<file path="config.mk">
export PLATFORM = sky130hd
export DESIGN_NAME = hbd_core
export DESIGN_NICKNAME = d
export VERILOG_FILES = /design/src/inc/hbd_pkg.sv /design/src/rtl/hbd_core.sv
export SDC_FILE = /design/constraint.sdc
export NUM_CORES = 1
export LEC_CHECK = 0
export ABC_AREA = 1
export BUFFER_PORTS_ARGS = -buffer_cell sky130_fd_sc_hd__buf_2
export CORE_ASPECT_RATIO = 1.4
export CORE_MARGIN = 1
export CORE_UTILIZATION = 50
export DETAILED_ROUTE_END_ITERATION = 10
export PLACE_DENSITY = 0.72
export SLEW_MARGIN = 30
export SYNTH_ARGS = -nofsm -noshare
export SYNTH_HDL_FRONTEND = slang
export SYNTH_SLANG_ARGS = --single-unit
</file>
<file path="constraint.sdc">
create_clock -name clock -period 2.8 [get_ports clock]
set_input_delay 0.14 -clock clock [delete_from_list [all_inputs] [get_ports clock]]
set_output_delay 0.14 -clock clock [all_outputs]
set_load 0.005 [all_outputs]
</file>
<file path="src/inc/hbd_pkg.sv">
package hbd_pkg;
   // ---------------------------------------------------------------
   // Clock and timing
   // ---------------------------------------------------------------
   localparam int CLK_PERIOD_NS    = 40;
   localparam int DEAD_NS          = 200;
   localparam int DEGLITCH_NS      = 400;
   localparam int SENSE_DELAY_NS   = 1100;
   localparam int SLEEP_MIN_US     = 800;
   localparam int SLEEP_MAX_US     = 1500;
   localparam int SLEEP_US         = 1000;
   localparam int WAKE_MAX_US      = 250;
   localparam int WAKE_US          = 100;

   localparam int DEAD_CYC     = (DEAD_NS + CLK_PERIOD_NS - 1)
                                 / CLK_PERIOD_NS;
   localparam int DEGLITCH_CYC = (DEGLITCH_NS + CLK_PERIOD_NS - 1)
                                 / CLK_PERIOD_NS;
   localparam int SENSE_CYC    = (SENSE_DELAY_NS + CLK_PERIOD_NS - 1)
                                 / CLK_PERIOD_NS;
   localparam int SLEEP_CYC    = SLEEP_US * 1000 / CLK_PERIOD_NS;
   localparam int WAKE_CYC     = WAKE_US * 1000 / CLK_PERIOD_NS;

   localparam int CNT_W = 16;

   // ---------------------------------------------------------------
   // Half-bridge drive and mode codes
   // ---------------------------------------------------------------
   typedef enum logic [2:0] {
      HBD_HZ   = 3'b001,
      HBD_LOW  = 3'b010,
      HBD_HIGH = 3'b100
   } hbd_drive_t;

   typedef enum logic [2:0] {
      HBD_SLEEP  = 3'b001,
      HBD_WAKING = 3'b010,
      HBD_ACTIVE = 3'b100
   } hbd_mode_t;
endpackage : hbd_pkg

</file>
<file path="src/rtl/hbd_core.sv">
`timescale 1ns/1ps
module hbd_core #(
   parameter int SLEEP_CYCLES = hbd_pkg::SLEEP_CYC,
   parameter int WAKE_CYCLES  = hbd_pkg::WAKE_CYC
) (
   input  wire logic clock,
   input  wire logic nrst,
   input  wire logic clk_en,
   input  wire logic ctrl_in_a,
   input  wire logic ctrl_in_b,
   output logic      bridge_out_a_hs_on,
   output logic      bridge_out_a_ls_on,
   output logic      bridge_out_b_hs_on,
   output logic      bridge_out_b_ls_on,
   output logic      current_sense_en,
   output logic      current_sense_valid,
   output logic      sleep_active
);
   import hbd_pkg::*;

   // ---------------------------------------------------------------
   // Input synchronisers and deglitch
   // ---------------------------------------------------------------
   logic [1:0] meta_q;
   logic [1:0] sync_q;
   wire  [1:0] filt_q;
   logic [1:0] raw;
   assign raw = {ctrl_in_b, ctrl_in_a};

   always_ff @(posedge clock or negedge nrst) begin
      if (!nrst) begin
         meta_q <= 2'h0;
         sync_q <= 2'h0;
      end else if (clk_en) begin
         meta_q <= raw;
         sync_q <= meta_q;
      end
   end

   genvar gi;
   generate
      for (gi = 0; gi < 2; gi++) begin : g_dgl
         logic [CNT_W-1:0] dg_q;
         logic             level_q;
         assign filt_q[gi] = level_q;
         always_ff @(posedge clock or negedge nrst) begin
            if (!nrst) begin
               dg_q    <= '0;
               level_q <= 1'b0;
            end else if (clk_en) begin
               if (sync_q[gi] == level_q) begin
                  dg_q <= '0;
               end else if (dg_q >= CNT_W'(DEGLITCH_CYC - 1)) begin
                  dg_q    <= '0;
                  level_q <= sync_q[gi];
               end else begin
                  dg_q <= dg_q + CNT_W'(1);
               end
            end
         end
      end
   endgenerate

   // ---------------------------------------------------------------
   // Sleep and wake control
   // ---------------------------------------------------------------
   hbd_mode_t        mode_q;
   logic [CNT_W-1:0] mode_cnt_q;
   logic             any_high;
   assign any_high = |filt_q;

   always_ff @(posedge clock or negedge nrst) begin
      if (!nrst) begin
         mode_q     <= HBD_SLEEP;
         mode_cnt_q <= '0;
      end else if (clk_en) begin
         case (mode_q)
            HBD_SLEEP: begin
               mode_cnt_q <= '0;
               if (any_high) begin
                  mode_q <= HBD_WAKING;
               end
            end
            HBD_WAKING: begin
               if (!any_high) begin
                  mode_q     <= HBD_SLEEP;
                  mode_cnt_q <= '0;
               end else if (mode_cnt_q >= CNT_W'(WAKE_CYCLES - 1)) begin
                  mode_q     <= HBD_ACTIVE;
                  mode_cnt_q <= '0;
               end else begin
                  mode_cnt_q <= mode_cnt_q + CNT_W'(1);
               end
            end
            HBD_ACTIVE: begin
               if (any_high) begin
                  mode_cnt_q <= '0;
               end else if (mode_cnt_q >= CNT_W'(SLEEP_CYCLES - 1)) begin
                  mode_q     <= HBD_SLEEP;
                  mode_cnt_q <= '0;
               end else begin
                  mode_cnt_q <= mode_cnt_q + CNT_W'(1);
               end
            end
            default: begin
               mode_q     <= HBD_SLEEP;
               mode_cnt_q <= '0;
            end
         endcase
      end
   end

   assign sleep_active = (mode_q != HBD_ACTIVE);

   // ---------------------------------------------------------------
   // Wanted drive per half-bridge
   // ---------------------------------------------------------------
   hbd_drive_t want_a;
   hbd_drive_t want_b;

   always_comb begin
      want_a = HBD_HZ;
      want_b = HBD_HZ;
      if (mode_q == HBD_ACTIVE) begin
         case (filt_q)
            2'b01: begin
               want_a = HBD_HIGH;
               want_b = HBD_LOW;
            end
            2'b10: begin
               want_a = HBD_LOW;
               want_b = HBD_HIGH;
            end
            2'b11: begin
               want_a = HBD_LOW;
               want_b = HBD_LOW;
            end
            default: begin
               want_a = HBD_HZ;
               want_b = HBD_HZ;
            end
         endcase
      end
   end

   // ---------------------------------------------------------------
   // Dead-time sequencing per half-bridge
   // ---------------------------------------------------------------
   hbd_drive_t       cur_q  [2];
   hbd_drive_t       want   [2];
   logic [CNT_W-1:0] dead_q [2];
   assign want[0] = want_a;
   assign want[1] = want_b;

   generate
      for (gi = 0; gi < 2; gi++) begin : g_half
         always_ff @(posedge clock or negedge nrst) begin
            if (!nrst) begin
               cur_q[gi]  <= HBD_HZ;
               dead_q[gi] <= '0;
            end else if (clk_en) begin
               if (dead_q[gi] != '0) begin
                  dead_q[gi] <= dead_q[gi] - CNT_W'(1);
               end else if (want[gi] != cur_q[gi]) begin
                  if (cur_q[gi] == HBD_HZ) begin
                     cur_q[gi] <= want[gi];
                  end else begin
                     // Any release from drive starts a dead interval
                     cur_q[gi]  <= HBD_HZ;
                     dead_q[gi] <= CNT_W'(DEAD_CYC);
                  end
               end
            end
         end
      end
   endgenerate

   always_ff @(posedge clock or negedge nrst) begin
      if (!nrst) begin
         bridge_out_a_hs_on <= 1'b0;
         bridge_out_a_ls_on <= 1'b0;
         bridge_out_b_hs_on <= 1'b0;
         bridge_out_b_ls_on <= 1'b0;
      end else if (clk_en) begin
         bridge_out_a_hs_on <= (cur_q[0] == HBD_HIGH);
         bridge_out_a_ls_on <= (cur_q[0] == HBD_LOW);
         bridge_out_b_hs_on <= (cur_q[1] == HBD_HIGH);
         bridge_out_b_ls_on <= (cur_q[1] == HBD_LOW);
      end
   end

   // ---------------------------------------------------------------
   // Current-sense gating
   // ---------------------------------------------------------------
   logic             ls_cmd;
   logic [CNT_W-1:0] sense_q;
   assign ls_cmd = (want_a == HBD_LOW) || (want_b == HBD_LOW);

   always_ff @(posedge clock or negedge nrst) begin
      if (!nrst) begin
         current_sense_en    <= 1'b0;
         current_sense_valid <= 1'b0;
         sense_q             <= '0;
      end else if (clk_en) begin
         current_sense_en <= ls_cmd;
         if (!ls_cmd) begin
            sense_q             <= '0;
            current_sense_valid <= 1'b0;
         end else if (sense_q >= CNT_W'(SENSE_CYC - 1)) begin
            current_sense_valid <= 1'b1;
         end else begin
            sense_q <= sense_q + CNT_W'(1);
         end
      end
   end
endmodule : hbd_core

</file>
== After elaboration in Yosys (flattened, before gate mapping) ==
Cells that the tools add are included.

* Add/subtract/negate cells: 6
* Magnitude comparators: 5
* Equality and inequality tests: 27
* Muxes and demuxes: 31
* Bitwise operators: 4
* Reduce and logical (&&, ||, !) cells: 17

{| class="wikitable"
|+ Operators with widths
! cell !! count
|-
| 2-to-1 mux 16 bit || 16
|-
| adder 16 x 1 -> 16 bit (second input constant) || 4
|-
| greater-or-equal comparator 16 x 4 -> 1 bit (second input constant) || 2
|-
| one-hot mux 16 bit (2 select lines) || 1
|-
| nonzero test 16 bit || 2
|-
| subtractor 16 x 1 -> 16 bit (second input constant) || 2
|-
| 2-to-1 mux 3 bit || 9
|-
| AND reduction 3 bit || 6
|-
| greater-or-equal comparator 16 x 12 -> 1 bit (second input constant) || 1
|-
| greater-or-equal comparator 16 x 15 -> 1 bit (second input constant) || 1
|-
| greater-or-equal comparator 16 x 5 -> 1 bit (second input constant) || 1
|-
| equality test 3 x 2 -> 1 bit (second input constant) || 5
|-
| != test 2 bit (second input constant) || 6
|-
| one-hot mux 3 bit (2 select lines) || 2
|-
| equality test 3 x 1 -> 1 bit (second input constant) || 3
|-
| equality test 3 bit (second input constant) || 3
|-
| one-hot mux 3 bit (3 select lines) || 1
|-
| != test 3 bit || 2
|-
| != test 3 bit (second input constant) || 2
|-
| OR reduction 2 bit || 3
|-
| AND reduction 5 bit || 1
|-
| equality test 2 bit (second input constant) || 2
|-
| inverter 1 bit || 4
|-
| AND reduction 2 bit || 2
|-
| 6 further kinds || 9
|}

* Register bits after elaboration: 117
* Bits of input ports: 5
* Output and inout bits: 7

== Longest topological paths before layout ==
* Depth in word-level cells: 8
* Depth in mapped cells: 13
* Depth with buffers taken out: 11

== Least setup slack after synthesis ==
No wires, ideal clock.

* Path kind: register to register
* Start: reg sense_q[0]
* End: reg sense_q[2]
* Library setup time: 65 ps
* Data arrival time: 1581 ps
* Required time: 2735 ps
* Slack: 1154 ps
* Stages on the path, launching flop included: 10
* Clock period less this slack: 1646 ps
* Cells stage by stage: dfrtp_1 -> ha_1 -> nor2_1 -> o21ai_0 -> nor3_1 -> nand3_1 -> nand2_1 -> buf_2 -> nand2_1 -> nand2_1

* Word-level cells in the longest chain between the ends: 3

{| class="wikitable"
|+ RTL lines
! element !! line !! text
|-
| start, declared || hbd_core.sv:196 || <nowiki>logic [CNT_W-1:0] sense_q;</nowiki>
|-
| start signal, assigned || hbd_core.sv:212 || <nowiki>sense_q <= sense_q + CNT_W'(1);</nowiki>
|-
| adder 16 x 1 -> 16 bit or greater-or-equal comparator 16 x 5 -> 1 bit (tied branches) || hbd_core.sv:212, hbd_core.sv:209 ||
|-
| 2-to-1 mux 16 bit or != test 2 bit (tied branches) || -- ||
|-
| 2-to-1 mux 16 bit or AND reduction 2 bit (tied branches) || -- ||
|}

Several ways; a longest one is shown, not always the timed one. The select of a mux whose other input is x is not followed.
A chain may end at the register's enable or synchronous reset.

== Worst setup path after layout ==
* Start: reg mode_q[1]
* End: reg mode_cnt_q[11]

* Word-level cells in the longest chain between the ends: 2

{| class="wikitable"
|+ RTL lines
! element !! line !! text
|-
| start, declared || hbd_core.sv:67 || <nowiki>hbd_mode_t mode_q;</nowiki>
|-
| start signal, assigned || hbd_core.sv:74 || <nowiki>mode_q <= HBD_SLEEP;</nowiki>
|-
| start signal, assigned || hbd_core.sv:81 || <nowiki>mode_q <= HBD_WAKING;</nowiki>
|-
| start signal, assigned || hbd_core.sv:86 || <nowiki>mode_q <= HBD_SLEEP;</nowiki>
|-
| equality test 3 bit or equality test 3 x 2 -> 1 bit (tied branches) || hbd_core.sv:77 || <nowiki>case (mode_q)</nowiki>
|-
| one-hot mux 16 bit (2 select lines) (*) || hbd_core.sv:77 ||
|-
| end signal, assigned || hbd_core.sv:92 || <nowiki>mode_cnt_q <= mode_cnt_q + CNT_W'(1);</nowiki>
|-
| end signal, assigned || hbd_core.sv:102 || <nowiki>mode_cnt_q <= mode_cnt_q + CNT_W'(1);</nowiki>
|-
| end, declared || hbd_core.sv:68 || <nowiki>logic [CNT_W-1:0] mode_cnt_q;</nowiki>
|}

Every way passes the cells marked *; elsewhere a longest branch is shown, timed or not.

==> out/summary.txt <==
Worst Setup End Kind = flip-flop
P_sw = 2190 µW
fraction of registers with async set/reset = 100%
Fin. Hold Viols = 0
vias in the first global route = 5001
Antenna Nets Post-Route = 0
gp weighted congestion = 0.819
initial antenna violation count = 0
CTS sink cnt = 117
post-synthesis cell count = 861
Routed WL per cell = 12.1 µm
final core occ = 57.7%
total CTS buffers = 17
Fin Setup TNS = 0 ns
Hold Path Class = input pin to flip-flop
postcts setup bufs = 0
Synth cell types = 33
r2r endpoint = mode_cnt_q[11]$_DFFE_PN0P_
CTS hold repair buffers = 3
run status = completed
mapped cell area = 0.00637 mm²
layout cells sized above 1 = 7.30%
Die Wd = 97.4 µm
fill count = 1121
Peak VDD IR = 0.000518 V
worst-case reg-to-reg path depth = 7
synthesis-to-layout area growth = 12.0%
Max Slew Vio Count = 0
Clk pwr share = 33.9%
Chip Height = 136 µm
Post-DP HPWL = 8560 µm
R2R setup slack = 0.78 ns
RSZ-0062 raised after global routing = false
Hold Path Origin = clk_en
Synth Flop Type = dfrtp_1
Seq/Total Area, Yosys = 46.0%
most frequent cell after synthesis = nand2_1
CTS root buf = clkbuf_16
antenna cells = 0
CTS tree = built
crit path max fanout = 11
final WL = 12600 µm
Critical Path RT = 3.15 ns
clock skew = 0.0100 ns
Synth area leaders = dfrtp_1, nand2_1, nor2_1
clk slew on worst S/H paths = 0.05 ns
Yosys warnings = 0
Row Count = 48
post-layout minimum cycle time = 2.02 ns
flops & latches, synth = 117
Core ar. = 0.0124 mm²
post-cts resize count = 0
Arr. time, crit path = 2.38 ns
Comb power frac = 28.8%
IO Count = 12
area share of the largest cell type after synthesis = 44.8%
WHS = 0.119 ns
final std cells w/o fill = 1040
placed insts = 1005
H-tree Lvls = 4
CP Launch Type = flip-flop
via count = 5180
sequential share of power = 37.2%
syn_nets = 878
worst hold path depth = 3
Total GRT Usage = 20.9%
CTS Buffer Depth = 2
Syn Area/Cell = 7.40 µm²
final setup vio count = 0
Crit Path Category = flip-flop to flip-flop
Rel. slew slack = 55.7%
first-pass GRT wire length = 22300 µm
EDFF count, synth = 0
worst slew pin tran = 0.664 ns
hold path endpoint = meta_q[1]$_DFFE_PN0P_
first-iteration detailed-routing DRC count = 361
routed vias/inst = 4.98
switch share = 35.7%
max_cap viols = 0
I/O Buffers = 11
RR Startpoint = mode_q[1]$_DFFE_PN0P_
GRT overflow = 0
final net count = 894
Fmax = 494 MHz
PD cells = 859 mW/mm²
Final Cycle Share = 72.3%
drt pass-1 iters = 5
clock insertion delay at the later pin of the skew report = 0.42 ns
Leak = 0.00374 µW
Post-route DRC = 0
Post-synth top cells = nand2_1, nor2_1, dfrtp_1
DIE AREA = 0.0132 mm²
Initial Util = 51.5%
Yosys top cell by area = dfrtp_1
Int Power = 3940 µW
pin count of the biggest net entering global routing = 54
[placed cells by master (no fill, tap or decap), types with 4 or more instances in the layout]
cell and instances:
clkinv_2 4, xor2_1 21, xnor2_1 12, inv_1 110, nand3_1 72, nor3_1 7
buf_2 10, ha_1 12, nor2_1 147, a21oi_1 7, nand4_1 25, o41ai_1 4
nand2_1 250, o21ai_0 30, clkbuf_16 17, clkbuf_8 5, dfrtp_1 114, buf_4 6
nand2_2 5
[final cells by class]
class                   count  area [µm²]  area share, %
clock buffers              24         502           7.03
clock inverters             8        72.6           1.02
inverters                 112         420           5.89
multi-input cells         609        2880           40.3
flip-flops and latches    117        2930           41.1
well taps                 150         188           2.63
repair buffers             20         145           2.03
[logic make-up after synthesis]
kind of cell	synth area share, %
fa+ha+maj	2.36
flops	46.0
buf+inv	8.82
xor+xnor	4.54
simple gates	34.5
compound gates	3.77
[power by group through the flow]
stage,clock [µW],sequential (µW),combinational (µW)
final,2080,2280,1770
after CTS,2120,2280,1780
after global placement,0,2300,1730
after detailed placement,0,2300,1760
after floorplan,0,2210,1510
after global routing,2190,2330,2080
[state kept, by name, indices dropped and copies added (netlist names)]
register / flops
bridge_out_b_ls_on: 1
mode_q: 3
dead_q: 32
sense_q: 16
mode_cnt_q: 16
current_sense_valid: 1
sync_q: 2
meta_q: 2
bridge_out_a_hs_on: 1
cur_q: 6
bridge_out_b_hs_on: 1
g_dgl.level_q: 2
current_sense_en: 1
bridge_out_a_ls_on: 1
g_dgl.dg_q: 32
[critical path: stages, from the launching register on]
cell     delay, ns
dfrtp_1       0.42
nor2_2        0.38
nand2_1       0.21
a21oi_1       0.60
nand2_1       0.12
nor2_1        0.12
nand2_1       0.06
nand2_1       0.07
[metrics by stage]
step | setup slack [ns] | power [µW] | area (µm²)
4_1_cts | 0.783 | 6180 | 7140
5_1_grt | 0.565 | 6600 | 7140
3_5_place_dp | 0.802 | 4060 | 6530
3_3_place_gp | 0.819 | 4030 | 6530
6_report | 0.776 | 6130 | 7140
2_1_floorplan | 1.15 | 3720 | 6370
[routing by layer]
| layer | wire, µm | vias up | track usage (%) |
|---|---|---|---|
| met1 | 5630 | 2373 | 24.7 |
| li1 | - | 2718 | - |
| met5 | 0 | - | 0 |
| met3 | 381 | 23 | 4.85 |
| met4 | 265 | 0 | 8.66 |
| met2 | 6360 | 66 | 36.6 |
[how the worst max path moves through the flow]
stage | startpoint | end | slack, ns | cells past startpoint
2_1_floorplan | sense_q[0]$_DFFE_PN0P_ | sense_q[2]$_DFFE_PN0P_ | 1.15 | 9
3_3_place_gp | sense_q[0]$_DFFE_PN0P_ | sense_q[4]$_DFFE_PN0P_ | 0.82 | 7
6_report | mode_q[1]$_DFFE_PN0P_ | mode_cnt_q[11]$_DFFE_PN0P_ | 0.78 | 7
3_5_place_dp | mode_q[1]$_DFFE_PN0P_ | dead_q[30]$_DFFE_PN0P_ | 0.80 | 10
5_1_grt | mode_q[1]$_DFFE_PN0P_ | dead_q[26]$_DFFE_PN0P_ | 0.56 | 10
4_1_cts | mode_q[1]$_DFFE_PN0P_ | dead_q[4]$_DFFE_PN0P_ | 0.78 | 9
Power figures use the tool's default switching activity.
